<file path="src/design/rtc_irq_regs.svh">
// Offsets, bit positions, masks and reset values of the counter irq block.
// Assumes a 32-bit APB with byte addresses; each register index is word-sized.
`ifndef RTC_IRQ_REGS_SVH
`define RTC_IRQ_REGS_SVH

// Register indices; byte address is four times the index
`define ENABLE_CLEAR_IDX 8'h06
`define ENABLE_SET_IDX 8'h07
`define FLAG_IDX 8'h08
`define SYNC_STATUS_IDX 8'h0a
`define MODE_IDX 8'h20
`define FLAG_CLEAR_IDX 8'h21
`define PENDING_IDX 8'h22

// Bit positions
`define OVERFLOW_BIT 7
`define SYNC_DONE_BIT 6
`define COMPARE_ZERO_BIT 0
`define COMPARE_ONE_BIT 1
`define SYNC_BUSY_BIT 7

// Implemented bits per counter mode
`define MASK_COUNT32 8'hc1
`define MASK_COUNT16 8'hc3
`define MASK_CALENDAR 8'hc1

// Reset values
`define IRQ_RESET 8'h00
`define MODE_RESET 2'h0

`endif

</file>
<file path="src/design/rtc_irq_pkg.sv">
// Types shared by the counter irq block.
// Assumes rtc_irq_regs.svh supplies the numeric constants.
package rtc_irq_pkg;

    // Counter mode field codes
    typedef enum logic [1:0] {
        COUNT32_MODE = 2'h0,
        COUNT16_MODE = 2'h1,
        CALENDAR_MODE = 2'h2
    } counter_mode_t;

    // Synchronisation tracker states, one-hot
    typedef enum logic [1:0] {
        SYNC_IDLE = 2'h1,
        SYNC_BUSY = 2'h2
    } sync_state_t;

endpackage

</file>
<file path="src/design/irq_bit_if.sv">
// Carrier between the top and a sticky bit bank.
// Assumes both ends run on the same pclk.
`timescale 1ns/1ps
`default_nettype none
interface irq_bit_if;
    logic [7:0] set_bits; // Per-bit set request
    logic [7:0] clr_bits; // Per-bit clear request
    logic [7:0] valid_bits; // Bits present in current mode
    logic [7:0] state_bits; // Stored bits

    modport ctrl (output set_bits, output clr_bits, output valid_bits, input state_bits);
    modport bank (input set_bits, input clr_bits, input valid_bits, output state_bits);
endinterface
`default_nettype wire

</file>
<file path="src/design/irq_bit_bank.sv">
// Eight sticky bits with set and clear requests, used for enables and flags.
// Assumes requests are synchronous one-cycle pulses on pclk.
`timescale 1ns/1ps
`default_nettype none
`include "rtc_irq_regs.svh"
module irq_bit_bank (
    input wire logic pclk, // Bus clock
    input wire logic presetn, // Async reset, active low
    irq_bit_if.bank bits // Set, clear and state
);

    // --------------------------------------------------
    // Per-bit storage
    // --------------------------------------------------
    genvar gi;
    generate
        for (gi = 0; gi < 8; gi = gi + 1) begin : g_bit
            logic bit_r; // Stored bit
            logic bit_nxt; // Next value
            // Set wins so an event in the clearing cycle survives
            assign bit_nxt = bits.valid_bits[gi] &
                (bits.set_bits[gi] | (bit_r & ~bits.clr_bits[gi]));
            // Zero after reset, nothing pending
            always_ff @(posedge pclk or negedge presetn) begin
                if (!presetn) begin
                    bit_r <= 1'b0;
                end else begin
                    bit_r <= bit_nxt;
                end
            end
            assign bits.state_bits[gi] = bit_r;
        end
    endgenerate

endmodule
`default_nettype wire

</file>
<file path="src/design/rtc_irq_top.sv">
// Interrupt enable and flag logic of the real-time counter, APB slave.
// Assumes event inputs are one-cycle pulses synchronous to pclk.
`timescale 1ns/1ps
`default_nettype none
`include "rtc_irq_regs.svh"
module rtc_irq_top (
    input wire logic pclk, // Bus and counter clock
    input wire logic presetn, // Async reset, active low
    input wire logic psel, // APB select
    input wire logic penable, // APB access phase
    input wire logic pwrite, // APB direction
    input wire logic [11:0] paddr, // APB byte address
    input wire logic [31:0] pwdata, // APB write data
    output logic [31:0] prdata, // APB read data
    output logic pready, // APB ready
    output logic pslverr, // APB error, unmapped address
    input wire logic overflow_evt, // Counter overflow pulse
    input wire logic [1:0] compare_evt, // Compare match pulses
    input wire logic alarm_evt, // Alarm-0 match pulse
    input wire logic sync_start, // Domain transfer begins
    input wire logic sync_finish, // Domain transfer ends
    input wire logic sync_ctrl_op, // Transfer is enable or soft reset
    output logic sync_in_progress, // Transfer busy status
    output logic [1:0] counter_mode, // Selected counter mode
    output logic irq // Level interrupt request
);

    // --------------------------------------------------
    // Bus decode
    // --------------------------------------------------
    logic pready_r; // Ready, high in first access cycle
    logic pslverr_r; // Error answer
    logic [31:0] prdata_r; // Read data register
    logic irq_r; // Registered request
    wire [7:0] reg_idx; // Word index
    wire aligned; // Address in mapped window
    wire setup; // Setup phase
    wire access; // Completing access
    wire wr_en; // Write takes effect
    wire hit_enclr; // Enable clear view
    wire hit_enset; // Enable set view
    wire hit_flag; // Flag register
    wire hit_status; // Sync status
    wire hit_mode; // Mode register
    wire hit_flagclr; // Flag clear alias
    wire hit_pend; // Pending status
    wire mapped; // Any register hit

    assign reg_idx = paddr[9:2];
    assign aligned = (paddr[11:10] == 2'h0) && (paddr[1:0] == 2'h0);
    assign setup = psel && !penable;
    assign access = psel && penable && pready_r;
    assign wr_en = access && pwrite;
    assign hit_enclr = aligned && (reg_idx == `ENABLE_CLEAR_IDX);
    assign hit_enset = aligned && (reg_idx == `ENABLE_SET_IDX);
    assign hit_flag = aligned && (reg_idx == `FLAG_IDX);
    assign hit_status = aligned && (reg_idx == `SYNC_STATUS_IDX);
    assign hit_mode = aligned && (reg_idx == `MODE_IDX);
    assign hit_flagclr = aligned && (reg_idx == `FLAG_CLEAR_IDX);
    assign hit_pend = aligned && (reg_idx == `PENDING_IDX);
    assign mapped = hit_enclr | hit_enset | hit_flag | hit_status |
        hit_mode | hit_flagclr | hit_pend;

    // --------------------------------------------------
    // Counter mode
    // --------------------------------------------------
    rtc_irq_pkg::counter_mode_t mode_r; // Current mode
    wire [1:0] mode_wr; // Written mode code
    wire mode_legal; // Written code is a known mode
    wire [7:0] valid_mask; // Implemented bits in this mode

    assign mode_wr = pwdata[1:0];
    assign mode_legal = (mode_wr == rtc_irq_pkg::COUNT32_MODE) ||
        (mode_wr == rtc_irq_pkg::COUNT16_MODE) ||
        (mode_wr == rtc_irq_pkg::CALENDAR_MODE);
    // Layout differs only in bit 1, present in 16-bit mode
    assign valid_mask = (mode_r == rtc_irq_pkg::COUNT16_MODE) ? `MASK_COUNT16 :
        (mode_r == rtc_irq_pkg::CALENDAR_MODE) ? `MASK_CALENDAR :
        `MASK_COUNT32;

    // Unknown codes are dropped so the layout never goes undefined
    always_ff @(posedge pclk or negedge presetn) begin
        if (!presetn) begin
            mode_r <= rtc_irq_pkg::COUNT32_MODE;
        end else if (wr_en && hit_mode && mode_legal) begin
            mode_r <= rtc_irq_pkg::counter_mode_t'(mode_wr);
        end
    end

    // --------------------------------------------------
    // Synchronisation tracker
    // --------------------------------------------------
    rtc_irq_pkg::sync_state_t sync_state_r; // Tracker state
    rtc_irq_pkg::sync_state_t sync_state_nxt; // Next state
    logic ctrl_op_r; // Transfer was enable or soft reset
    logic ctrl_op_nxt; // Next cause
    logic sync_done_evt; // Busy fell on a plain transfer

    // Busy rises on start and falls on finish
    always_comb begin
        sync_state_nxt = sync_state_r;
        ctrl_op_nxt = ctrl_op_r;
        sync_done_evt = 1'b0;
        case (sync_state_r)
            rtc_irq_pkg::SYNC_IDLE: begin
                if (sync_start) begin
                    sync_state_nxt = rtc_irq_pkg::SYNC_BUSY;
                    ctrl_op_nxt = sync_ctrl_op;
                end
            end
            rtc_irq_pkg::SYNC_BUSY: begin
                if (sync_finish) begin
                    sync_state_nxt = rtc_irq_pkg::SYNC_IDLE;
                    // Control-caused falls raise no flag
                    sync_done_evt = !ctrl_op_r;
                end
            end
            default: begin
                sync_state_nxt = rtc_irq_pkg::SYNC_IDLE;
            end
        endcase
    end

    // Tracker state register
    always_ff @(posedge pclk or negedge presetn) begin
        if (!presetn) begin
            sync_state_r <= rtc_irq_pkg::SYNC_IDLE;
            ctrl_op_r <= 1'b0;
        end else begin
            sync_state_r <= sync_state_nxt;
            ctrl_op_r <= ctrl_op_nxt;
        end
    end

    // --------------------------------------------------
    // Enable bank
    // --------------------------------------------------
    irq_bit_if en_if(); // Enable carrier
    wire [7:0] enables; // Shared enable bits
    wire [7:0] wr_bits; // Write data, implemented bits only

    assign wr_bits = pwdata[7:0] & valid_mask;
    // One bank serves both views, so either write is seen by both
    assign en_if.set_bits = (wr_en && hit_enset) ? wr_bits : 8'h00;
    assign en_if.clr_bits = (wr_en && hit_enclr) ? wr_bits : 8'h00;
    assign en_if.valid_bits = valid_mask;
    assign enables = en_if.state_bits;

    irq_bit_bank u_enable (
        .pclk(pclk),
        .presetn(presetn),
        .bits(en_if.bank)
    );

    // --------------------------------------------------
    // Flag bank
    // --------------------------------------------------
    irq_bit_if fl_if(); // Flag carrier
    logic [7:0] hw_set; // Hardware set requests
    wire [7:0] flags; // Sticky flags
    wire flag_clr_hit; // Either clear view addressed

    // Events are captured at the edge closing their cycle
    always_comb begin
        hw_set = 8'h00;
        hw_set[`OVERFLOW_BIT] = overflow_evt;
        hw_set[`SYNC_DONE_BIT] = sync_done_evt;
        // Bit 0 source follows the mode
        hw_set[`COMPARE_ZERO_BIT] = (mode_r == rtc_irq_pkg::CALENDAR_MODE) ?
            alarm_evt : compare_evt[0];
        hw_set[`COMPARE_ONE_BIT] = compare_evt[1];
    end

    assign flag_clr_hit = hit_flag || hit_flagclr;
    assign fl_if.set_bits = hw_set;
    assign fl_if.clr_bits = (wr_en && flag_clr_hit) ? wr_bits : 8'h00;
    assign fl_if.valid_bits = valid_mask;
    assign flags = fl_if.state_bits;

    irq_bit_bank u_flag (
        .pclk(pclk),
        .presetn(presetn),
        .bits(fl_if.bank)
    );

    // --------------------------------------------------
    // Read data and answer
    // --------------------------------------------------
    wire [7:0] pending; // Enabled and set
    wire [7:0] status_byte; // Busy at bit 7
    wire [7:0] rd_byte; // Selected byte

    assign pending = flags & enables;
    assign status_byte = {(sync_state_r == rtc_irq_pkg::SYNC_BUSY), 7'h00};
    // Write-only clear alias and unmapped space read zero
    assign rd_byte = (hit_enclr || hit_enset) ? enables :
        hit_flag ? flags :
        hit_status ? status_byte :
        hit_mode ? {6'h00, mode_r} :
        hit_pend ? pending :
        8'h00;

    // No wait state: data and ready settle in the setup edge
    always_ff @(posedge pclk or negedge presetn) begin
        if (!presetn) begin
            pready_r <= 1'b0;
            pslverr_r <= 1'b0;
            prdata_r <= 32'h0000_0000;
        end else begin
            pready_r <= setup;
            pslverr_r <= setup && !mapped;
            // Data is a snapshot taken one edge before completion
            prdata_r <= (setup && !pwrite) ? {24'h00_0000, rd_byte} : 32'h0000_0000;
        end
    end

    // --------------------------------------------------
    // Interrupt output
    // --------------------------------------------------
    // Registered so the pin is glitch free; lags the flag by one edge
    always_ff @(posedge pclk or negedge presetn) begin
        if (!presetn) begin
            irq_r <= 1'b0;
        end else begin
            irq_r <= |pending;
        end
    end

    assign prdata = prdata_r;
    assign pready = pready_r;
    assign pslverr = pslverr_r;
    assign irq = irq_r;
    assign sync_in_progress = sync_state_r[1];
    assign counter_mode = mode_r;

endmodule
`default_nettype wire

</file>
<file path="config.mk">
export PLATFORM = sky130hd
export DESIGN_NAME = rtc_irq_top
export DESIGN_NICKNAME = d
export VERILOG_FILES = /design/src/design/rtc_irq_pkg.sv /design/src/design/irq_bit_if.sv /design/src/design/irq_bit_bank.sv /design/src/design/rtc_irq_top.sv
export VERILOG_INCLUDE_DIRS = /design/src /design/src/design
export SDC_FILE = /design/constraint.sdc
export NUM_CORES = 1
export LEC_CHECK = 0
export ABC_AREA = 1
export BUFFER_PORTS_ARGS = -buffer_cell sky130_fd_sc_hd__buf_2
export CAP_MARGIN = 5
export CORE_ASPECT_RATIO = 1.5
export CORE_MARGIN = 2
export CORE_UTILIZATION = 42
export CTS_CLUSTER_DIAMETER = 40
export CTS_CLUSTER_SIZE = 24
export DETAILED_ROUTE_END_ITERATION = 7
export HOLD_SLACK_MARGIN = 0.02
export PLACE_DENSITY_LB_ADDON = 0.1
export RECOVER_POWER = 50
export SETUP_SLACK_MARGIN = 0.02
export SYNTH_ARGS = -nofsm -noshare
export SYNTH_HDL_FRONTEND = slang
export SYNTH_SLANG_ARGS = --single-unit
export TNS_END_PERCENT = 20
</file>
<file path="constraint.sdc">
create_clock -name pclk -period 1.4 [get_ports pclk]
set_input_delay 0.21 -clock pclk [delete_from_list [all_inputs] [get_ports pclk]]
set_output_delay 0.21 -clock pclk [all_outputs]
set_load 0.005 [all_outputs]
</file>
**Yosys cells after proc, flatten, opt, wreduce, memory -nomap -nowiden**

Index checks and enable logic that the tools add are counted.
W data, S select, Z words.

- Flip-flop bits (word level): 32
- Output and inout bits: 38

- Bitwise gates (word level): 68
- Equal/unequal tests: 15
- Reduce and logical (&&, ||, !) cells: 33
- Multiplexer cells: 16

Operator list:

| operator | number |
|---|---|
| $mux W8 | 9 |
| $eq A8 B6 Y1 const B | 3 |
| $and A1 B1 Y1 | 20 |
| $logic_and A1 B1 Y1 | 19 |
| $or A1 B1 Y1 | 18 |
| $and A8 B8 Y8 | 2 |
| $eq A8 B3 Y1 const B | 2 |
| $eq A8 B4 Y1 const B | 2 |
| $not A1 Y1 | 16 |
| $and A1 B1 Y1 const A | 12 |
| $reduce_or A8 Y1 | 1 |
| $eq A2 B1 Y1 const B | 3 |
| $eq A2 B2 Y1 const B | 3 |
| $logic_not A2 Y1 | 3 |
| $mux W2 | 3 |
| $logic_not A1 Y1 | 4 |
| $logic_or A1 B1 Y1 | 4 |
| $ne A2 B2 Y1 const B | 2 |
| $pmux W2 S2 | 1 |
| $reduce_and A2 Y1 | 2 |
| $mux W1 | 3 |

**Logic depth before layout (Yosys ltp)**

Gate-level depths: netlist (run 1).

- Word-level depth: 11
- Gate-level depth with buffers: 9
- Mapped depth without buffers: 9

**Cells and area by module**

Synthesis (run 1) repeated with hierarchy kept, for this count alone.

- Cell total of the unflattened synthesis: 319
- Area total of the unflattened synthesis: 2,314.7 um2

By module, submodules not included:

| module | area each (um2) | seq. area each (um2) | cells an instance | times used |
|---|---|---|---|---|
| rtc_irq_top | 1,413.9 | 401.6 | 207 | 1 |
| irq_bit_bank | 450.4 | 200.2 | 56 | 2 |

**Least setup slack after synthesis (run 1)**

OpenSTA, ideal clock, no wires.

- Path type: input port to flip-flop
- Start point: input port paddr[1]
- End point: register u_flag.g_bit[0].bit_r
- Data arrival time: 0.964 ns
- Library setup time: 0.127 ns
- Path buffers: 0
- Setup slack: 0.309 ns
- Stages: 8
- Cell sequence: nor2_2 -> nand2_2 -> nor2_8 -> nand2_1 -> nand2_1 -> nand2_2 -> o21ai_1 -> nand3_1

- Cells in the longest elaborated chain, start to end: 10
- Elaborated cells on any way between the ends: 11
- Those cells by class: mux (1); bitwise (4); reduce/logical (6)

Ends and longest elaborated chain:

| what | RTL line | text |
|---|---|---|
| from (decl) | rtc_irq_top.sv:12 | `input wire logic [11:0] paddr,` |
| $logic_not A2 Y1 * | rtc_irq_top.sv:50 | `assign aligned = (paddr[11:10] == 2'h0) && (paddr[1:0] == 2'h0);` |
| $logic_and A1 B1 Y1 * | rtc_irq_top.sv:50 |  |
| $logic_and A1 B1 Y1 (on tied branches) | rtc_irq_top.sv:56, rtc_irq_top.sv:59 |  |
| $logic_or A1 B1 Y1 * | rtc_irq_top.sv:174 | `assign flag_clr_hit = hit_flag \|\| hit_flagclr;` |
| $logic_and A1 B1 Y1 * | rtc_irq_top.sv:176 | `assign fl_if.clr_bits = (wr_en && flag_clr_hit) ? wr_bits : 8'h00;` |
| $mux W8 * | rtc_irq_top.sv:176 |  |
| $not A1 Y1 * | irq_bit_bank.sv:22 | `(bits.set_bits[gi] \| (bit_r & ~bits.clr_bits[gi]));` |
| $and A1 B1 Y1 * | irq_bit_bank.sv:22 |  |
| $or A1 B1 Y1 * | irq_bit_bank.sv:22 |  |
| $and A1 B1 Y1 * | irq_bit_bank.sv:21 | `assign bit_nxt = bits.valid_bits[gi] &` |
| named net u_flag.g_bit[0].bit_nxt | irq_bit_bank.sv:19 | `logic bit_nxt;` |
| to (signal assigned) | irq_bit_bank.sv:28 | `bit_r <= bit_nxt;` |
| to (decl) | irq_bit_bank.sv:18 | `logic bit_r;` |

Mark *: on every way through the listed nets, which the timed path passes. The rest lies on a longest branch.
A chain may end at the register's enable or synchronous reset.

**Final worst setup path (run 1)**

- Start point: register pready_r (netlist: pready)
- End point: register u_enable.g_bit[0].bit_r

- Cells in the longest elaborated chain, start to end: 8
- Elaborated cells on any way between the ends: 10
- Those cells by class: mux (2); bitwise (4); reduce/logical (4)

Ends and longest elaborated chain:

| what | RTL line | text |
|---|---|---|
| from (decl) | rtc_irq_top.sv:31 | `logic pready_r;` |
| from (signal assigned) | rtc_irq_top.sv:210 | `pready_r <= setup;` |
| $logic_and A1 B1 Y1 * | rtc_irq_top.sv:52 | `assign access = psel && penable && pready_r;` |
| $logic_and A1 B1 Y1 * | rtc_irq_top.sv:53 | `assign wr_en = access && pwrite;` |
| $logic_and A1 B1 Y1 | rtc_irq_top.sv:145 | `assign en_if.clr_bits = (wr_en && hit_enclr) ? wr_bits : 8'h00;` |
| $mux W8 | rtc_irq_top.sv:145 |  |
| $not A1 Y1 | irq_bit_bank.sv:22 |  |
| $and A1 B1 Y1 | irq_bit_bank.sv:22 |  |
| $or A1 B1 Y1 * | irq_bit_bank.sv:22 |  |
| $and A1 B1 Y1 * | irq_bit_bank.sv:21 |  |
| named net u_enable.g_bit[0].bit_nxt | irq_bit_bank.sv:19 |  |
| to (signal assigned) | irq_bit_bank.sv:28 |  |
| to (decl) | irq_bit_bank.sv:18 |  |

Marks and branches as above.

==> metrics.txt, run 1 <==
Post-Syn Area 1420 um2; first-pass GRT wire length 4540 um; GRT Total Usage 15.8%; Slew @ Worst Pin 0.507 ns; post-synthesis sequential element count 20; post-synthesis cell count 191; period utilization 85.3%; pin count of the biggest net entering global routing 21; CP Data Required Time 1.55 ns; GPL Wtd Cong 0.825; Leak 0.922 nW; diodes inserted 0; total power 0.00143 W; Layout Cells excl Fill 275; port buffer count 37; sequential standard cell area 502 um2; DP Cell Count 270; crit-path leading delay family simple AND/OR/NAND/NOR gates; placed cell areas 1570 um2; die width 51.5 um; vias in the first global route 1078; initial antenna violation count 0; worst hold path stage count 3; Pre-antenna DRT Iters 4; RSZ-0062 raised after global routing false; Vias/cell 4.44; pre-CTS WS 0.0990 ns; Setup TNS 0 ns; Total Routed Length 2750 um; I/O pins 94; drt first-iter violations 14; cells along the critical path nand2_1 -> nor2_4 -> nand4_1 -> o21ai_0 -> o21ai_1; Hold/Removal Path Class in2reg; final-report hold violation count 0; startpoint types register; DR vias 1220; Ys Warns 0; GRT met1 Usage 18.3%; cell taking the most area after synthesis dfrtp_1; area of the multi-input gates 694 um2; top cell type's share of synthesized area 33.5%; post-route clock skew 0.000468 ns; worst-path maximum fanout 7; Hold Path End u_flag.g_bit[7].bit_r; CTS buffer count 3; Filler cells 340; worst r2r dst u_enable.g_bit[0].bit_r; R2R setup slack 0.21 ns; outcome finished, final reports clean; max_cap viols 0; CP max stage cell dfrtp_1; critical path's largest stage delay 0.35 ns; Starting Density 44.5%; CTS resizes 0; Area Growth Syn to Fin 16.2%; crit end category register; critical path class reg2reg; Die Y 75.2 um; VDD IR-drop max 0.643 mV; met3 Resource Use GR 2.58%; Slew headroom 66.2%; final non-filler cell area 1650 um2; clk_lat worst skew 0.26 ns; DRC 0; Wirelength per Cell 10.0 um; Crit path buffers/inverters 0; Critical Path AT 1.34 ns; Core Area 3190 um2; final setup violation count 0; Clock Tree Buf Depth 2; min cycle time layout 1.19 ns; Post-Syn Area per Cell 7.43 um2; FMAX 838 MHz; DRT antenna net count 0; Cell variety after synth 26; met2 Use GR 28.1%; top cells by area, synth dfrtp_1, buf_4, nand2_1; grt peak-use layer met2; total gr overflow 0; FP Rows 25; pwr/cell area 865 nW/um2; worst-case reg-to-reg path depth 5; Post-DP HPWL 2300 um; HP Start overflow_evt; CTS tree done; nets@finish 292; Reg-to-Reg Start pready; root buffer cell clkbuf_8; H-tree levels 1; Die Footprint 3870 um2; Final WS setup 0.206 ns; layout cell share with drive strength beyond 1 28.1%; Final Max Slew Viols 0; Clock Sinks 20; Clock transition at path regs 0.07 ns; register area share after synthesis 35.4%
[metrics by stage]
stage / util [%] / hold WS (ns)
after floorplan: - / -0.0856
after global placement: 49.1 / 0.182
after detailed placement: 49.1 / 0.187
after CTS: 51.7 / 0.124
after global routing: 51.7 / 0.140
final: 51.7 / 0.135
[power by group]
group / switching (W) / leakage (nW) / internal (W)
registers: 0.0000269 / 0.257 / 0.000626
logic: 0.000119 / 0.630 / 0.0000775
clock network: 0.000196 / 0.0357 / 0.000382
[Yosys cell counts]
cell type,n
nand2_2,5
inv_2,2
nand3_1,16
a21oi_1,3
dfstp_2,1
clkinv_2,1
a31oi_1,1
nor2_4,3
nor2_2,5
mux2_2,1
conb_1,1
nor2_8,1
o21ai_0,9
nand3_4,1
nand3b_1,1
nor2_1,13
nor3_1,3
o211ai_1,2
inv_1,27
buf_4,28
o21ai_2,1
o21ai_1,8
nand4_1,4
nand3_2,1
nand2_1,34
dfrtp_1,19
[kinds of logic (layout without fill, tap and decap cells)]
group | after synthesis | count (layout) | synth area share (%)
simple gates | 87 | 87 | 31.6
buf+inv | 58 | 75 | 22.8
compound gates | 24 | 24 | 9.17
flops | 20 | 20 | 35.4
other cells | 1 | 28 | 0.264
mux | 1 | 1 | 0.794
[layout make-up]
class / instances / share of cell area, %
sequential: 20 / 30.4
multi-input combinational: 140 / 42.1
inverter: 30 / 6.90
clock inverter: 1 / 1.82
tap: 40 / 3.03
timing repair buffer: 41 / 13.2
clock buffer: 3 / 2.50
[placed cells by master, fill, tap and decap left out, types with 2 or more instances in the layout]
| cell type | n |
|---|---|
| buf_2 | 36 |
| nand2_1 | 34 |
| conb_1 | 28 |
| inv_1 | 27 |
| dfrtp_1 | 19 |
| nand3_1 | 16 |
| nor2_1 | 13 |
| o21ai_0 | 9 |
| o21ai_1 | 8 |
| nor2_2 | 5 |
| nand2_2 | 5 |
| nand4_1 | 4 |
| nor2_4 | 3 |
| nor3_1 | 3 |
| a21oi_1 | 3 |
| clkbuf_8 | 3 |
| buf_4 | 3 |
| inv_2 | 2 |
| o211ai_1 | 2 |
[metal layers]
metal	up-vias	wire length (um)
li1	639	-
met1	535	1100
met2	39	1460
met3	7	134
met4	0	57
met5	-	0
[what timing repair did]
action / 4_1_cts / 5_1_grt
buffers inserted: 0 / 0
hold buffers: 1 / 0
hold endpoints to repair: 19 / 0
[sequential cells by signal (all words and copies together), names as in the netlist]
name and flops:
counter_mode 2, ctrl_op_r 1, pslverr 1, u_enable.g_bit.bit_r 4
sync_state_r 2, u_flag.g_bit.bit_r 4, prdata 4, irq 1
pready 1
[tightest hold or removal path, cell delays in order]
cell	delay, ns
buf_2	0.07
inv_1	0.03
nand2_1	0.05
[how the worst max path moves through the flow]
stage                     depth (start not counted)     start                       to
final                                             5    pready  u_enable.g_bit[0].bit_r
after global routing                              5    pready  u_enable.g_bit[6].bit_r
after CTS                                         5    pready  u_enable.g_bit[0].bit_r
after detailed placement                          9  paddr[3]    u_flag.g_bit[0].bit_r
after global placement                            9  paddr[3]    u_flag.g_bit[0].bit_r
after floorplan                                   8  paddr[1]    u_flag.g_bit[0].bit_r
Note: power is estimated with default switching activity, not from simulation.
==> run 2: changes to the inputs <==
Settings changed: CORE_UTILIZATION 42 to 43, CTS_BUF_LIST set to sky130_fd_sc_hd__clkbuf_4 sky130_fd_sc_hd__clkbuf_8.
==> run 2 against run 1 <==
Effect of this change:
- clock power barely moved
- sequential share of layout area is the same
- final cell count stayed put
- critical path depth unchanged
- power hardly changed
- sequential cell count unchanged
- die area is 2.2% lower
- setup slack lost 0.043 ns
- critical path type unchanged
==> metrics.txt, run 2 (synthesis gave the netlist of run 1 again) <==
grt peak-use layer met2; worst hold path stage count 3; commonest non-fill, non-tap cell in the layout buf_2; critical path's largest stage delay 0.35 ns; final-report hold violation count 0; CTS resizes 0; worst-case reg-to-reg path depth 5; port buffer count 37; Die Y 74.4 um; most frequent cells in the layout buf_2, nand2_1, conb_1, inv_1, dfrtp_1; period utilization 88.3%; first-pass GRT wire length 4710 um; startpoint types register; Vias/cell 4.49; layout cell share with drive strength beyond 1 28.1%; postcts setup bufs 0; Clock Sinks 20; met3 Resource Use GR 2.61%; Layout Cells excl Fill 275; Clock Tree Buf Depth 2; Total Routed Length 2820 um; CTS tree done; CP max stage cell dfrtp_1; DRT antenna net count 0; Critical Path AT 1.38 ns; outcome finished, final reports clean; Hold Path End u_flag.g_bit[7].bit_r; drt first-iter violations 21; CP Data Required Time 1.54 ns; critical path class reg2reg; Filler cells 362; Area Growth Syn to Fin 16.2%; Wirelength per Cell 10.2 um; GRT Total Usage 16.3%; Starting Density 44.9%; total power 0.00143 W; hold buffers post-CTS 1; die width 50.9 um; GRT met1 Usage 17.8%; pin count of the biggest net entering global routing 21; worst-path maximum fanout 7; diodes inserted 0; GPL Wtd Cong 0.812; clk_lat worst skew 0.26 ns; min cycle time layout 1.24 ns; Core Area 3160 um2; max_cap viols 0; VDD IR-drop max 0.658 mV; Final Max Slew Viols 0; DP Cell Count 270; pwr/cell area 865 nW/um2; CTS buffer count 3; DR vias 1235; final setup violation count 0; CP startpoint pready; Leak 0.922 nW; Setup TNS 0 ns; nets@finish 292; hold slack 0.128 ns; initial antenna violation count 0; Reg-to-Reg Start pready; total gr overflow 0; DRC 0; met2 Use GR 30.3%; FP Rows 25; cells along the critical path nand2_1 -> nor2_4 -> nand4_1 -> o21ai_0 -> o21ai_1; Hold/Removal Path Class in2reg; worst r2r dst u_enable.g_bit[7].bit_r; Post-DP HPWL 2310 um; Die Footprint 3780 um2; I/O pins 94; HP Start overflow_evt; vias in the first global route 1166; post-route clock skew 0.00396 ns; H-tree levels 1; root buffer cell clkbuf_8; RSZ-0062 raised after global routing false; Pre-antenna DRT Iters 4; Clock transition at path regs 0.08 ns; FMAX 809 MHz; R2R setup slack 0.16 ns; crit end category register
## run 2: cell counts in the layout (fill, tap and decap cells not counted)
Identical to the previous run, type by type.
## run 2: cell type report
cell class	instances	area [um2]	share of cell area, %
Multi-Input combinational cell	140	694	42.1
Sequential cell	20	502	30.4
Timing Repair Buffer	41	218	13.2
Inverter	30	114	6.90
Tap cell	40	50.0	3.03
Clock buffer	3	41.3	2.50
Clock inverter	1	30.0	1.82
## run 2: where the power goes
part | switching (W) | total [W] | leakage [nW] | internal [W]
logic | 0.000119 | 0.000196 | 0.630 | 0.0000775
registers | 0.0000261 | 0.000652 | 0.257 | 0.000626
clock network | 0.000197 | 0.000579 | 0.0357 | 0.000382
## run 2: metrics by stage
stage                     setup slack (ns)  util [%]  area (um2)
final                                0.164      52.2        1650
after global routing                0.0585      52.2        1650
after CTS                            0.158      52.2        1650
after floorplan                      0.309         -        1520
after detailed placement             0.107      49.6        1570
after global placement               0.108      49.6        1570
## run 2: worst max path at each step
stage          slack, ns                 endpoint
4_1_cts             0.16  u_enable.g_bit[7].bit_r
3_3_place_gp        0.11    u_flag.g_bit[0].bit_r
2_1_floorplan       0.31    u_flag.g_bit[0].bit_r
6_report            0.16  u_enable.g_bit[7].bit_r
5_1_grt             0.06  u_enable.g_bit[7].bit_r
3_5_place_dp        0.11    u_flag.g_bit[0].bit_r
## run 2: critical path, delay by kind of cell, from the launching register on
kind | cells | cell delay (ns)
flops | 1 | 0.35
compound gates | 2 | 0.28
simple gates | 3 | 0.48
## run 2: routing by layer
layer | vias up | wire (um)
met3 | 7 | 145
met1 | 553 | 1100
met4 | 0 | 60
li1 | 638 | -
met5 | - | 0
met2 | 37 | 1510
==> run 3: changes to the inputs <==
Settings changed: CORE_UTILIZATION 43 to 39, SETUP_SLACK_MARGIN 0.02 to 0.1.
Clock period 1.4 ns to 1.13 ns, I/O delays scaled along.
==> run 3 against run 2 <==
Effect of this change:
- final area grew 6.8%
- critical path depth shrank 3
- setup slack lost 0.12 ns
- power grew 26%
- via count grew 0.89%
- final cell count grew 4.7%
- combinational power grew 38%
- core utilization shrank 1.1 points
- critical path type is now reg2out
- critical endpoint is now counter_mode[1]
==> metrics.txt, run 3 (synthesis gave the netlist of run 1 again) <==
outcome finished, final reports clean; worst-path maximum fanout 4; commonest non-fill, non-tap cell in the layout buf_2; Wirelength per Cell 10.0 um; CTS buffer count 3; H-tree levels 1; hold slack 0.0890 ns; final setup violation count 0; Critical Path AT 0.92 ns; Vias/cell 4.33; critical path class reg2out; GRT met1 Usage 18.5%; pwr/cell area 1020 nW/um2; Clock Sinks 20; Die Y 77.9 um; most frequent cells in the layout buf_2, nand2_1, conb_1, inv_1, dfrtp_1; FMAX 919 MHz; Filler cells 380; GPL Wtd Cong 0.871; Starting Density 41.1%; clk_lat worst skew 0.26 ns; I/O pins 94; final-report hold violation count 0; GRT Total Usage 15.1%; nets@finish 303; Core Area 3450 um2; DRC 0; initial antenna violation count 0; min cycle time layout 1.09 ns; grt peak-use layer met2; Pre-antenna DRT Iters 4; RSZ-0062 raised after global routing true; CP Data Required Time 0.96 ns; FP Rows 26; diodes inserted 0; Hold/Removal Path Class in2reg; layout cell share with drive strength beyond 1 33.7%; root buffer cell clkbuf_8; total power 0.00180 W; die width 53.3 um; post-route clock skew 0.00130 ns; Die Footprint 4150 um2; Total Routed Length 2880 um; Setup TNS 0 ns; CTS tree done; total gr overflow 0; crit end category output pin; first-pass GRT wire length 4780 um; Clock transition at path regs 0.07 ns; port buffer count 37; DRT antenna net count 0; Final Max Slew Viols 0; period utilization 96.3%; pin count of the biggest net entering global routing 21; Clock Tree Buf Depth 2; met3 Resource Use GR 1.73%; VDD IR-drop max 0.582 mV; Post-DP HPWL 2390 um; vias in the first global route 1131; startpoint types register; DR vias 1246; drt first-iter violations 11; max_cap viols 0; Leak 0.982 nW; Area Growth Syn to Fin 24.2%; met2 Use GR 26.7%
[run 3: cell types whose count changed in the layout (fill, tap and decap cells not counted)]
cell     before  now
buf_4         3   13
o21ai_1       8    9
nor2_2        5    7
nor2_1       13   10
o21ai_2       1    2
nor2_4        3    4
nand2_2       5    6
nand3_1      16   15
nand2_1      34   33
o21ai_0       9    7
nand3_2       1    2
buf_6         0    1
[run 3: through the flow]
stage	setup WS [ns]	cells	cell area (um2)	util [%]
CTS	0.0448	288	1740	50.6
global route	-0.0460	288	1760	51.1
finish	0.0418	288	1760	51.1
global placement	-0.107	283	1660	48.1
floorplan	0.0903	218	1530	-
detailed placement	-0.119	283	1660	48.1
[run 3: where the power goes]
group / internal [W] / switching (W) / total [W] / leakage, nW
combinational: 0.000112 / 0.000158 / 0.000270 / 0.690
clock: 0.000473 / 0.000245 / 0.000718 / 0.0357
sequential: 0.000775 / 0.0000415 / 0.000817 / 0.257
total: 0.00136 / 0.000444 / 0.00180 / 0.982
[run 3: critical path: stages (launching register included)]
cell,delay [ns]
dfrtp_1,0.39
buf_4,0.15
buf_2,0.12
[run 3: timing repair]
item / 4_1_cts / 5_1_grt
buffers inserted: 0 / 0
hold endpoints to repair: 19 / 0
resized for setup: 1 / 7
pin swaps: 1 / 1
hold buffers: 1 / 0
cloned: 0 / 0
endpoints found under the setup margin: 11 / 14
[run 3: area by class of cell]
cell class / count / area, um2 / area share [%]
well taps: 42 / 52.6 / 2.98
clock buffers: 3 / 41.3 / 2.34
inverters: 30 / 114 / 6.46
flip-flops and latches: 20 / 502 / 28.5
clock inverters: 1 / 30.0 / 1.70
repair buffers: 52 / 304 / 17.3
multi-input cells: 140 / 718 / 40.8
[run 3: layer usage]
layer / share of wire, % / vias up
met5: 0 / -
met4: 1.2 / 0
met3: 4.5 / 4
met2: 54 / 35
met1: 40 / 545
li1: - / 662
[run 3: worst paths after layout]
check,from,end,slack (ns),cells past startpoint
max,counter_mode[1],counter_mode[1],0.04,2
min,overflow_evt,u_flag.g_bit[7].bit_r,0.09,3
max reg2reg,pready,u_flag.g_bit[0].bit_r,0.05,6
min reg2reg,ctrl_op_r,ctrl_op_r,0.52,1
max in group asynchronous,presetn,sync_state_r[0],0.38,2
min in group asynchronous,presetn,pready,0.39,2
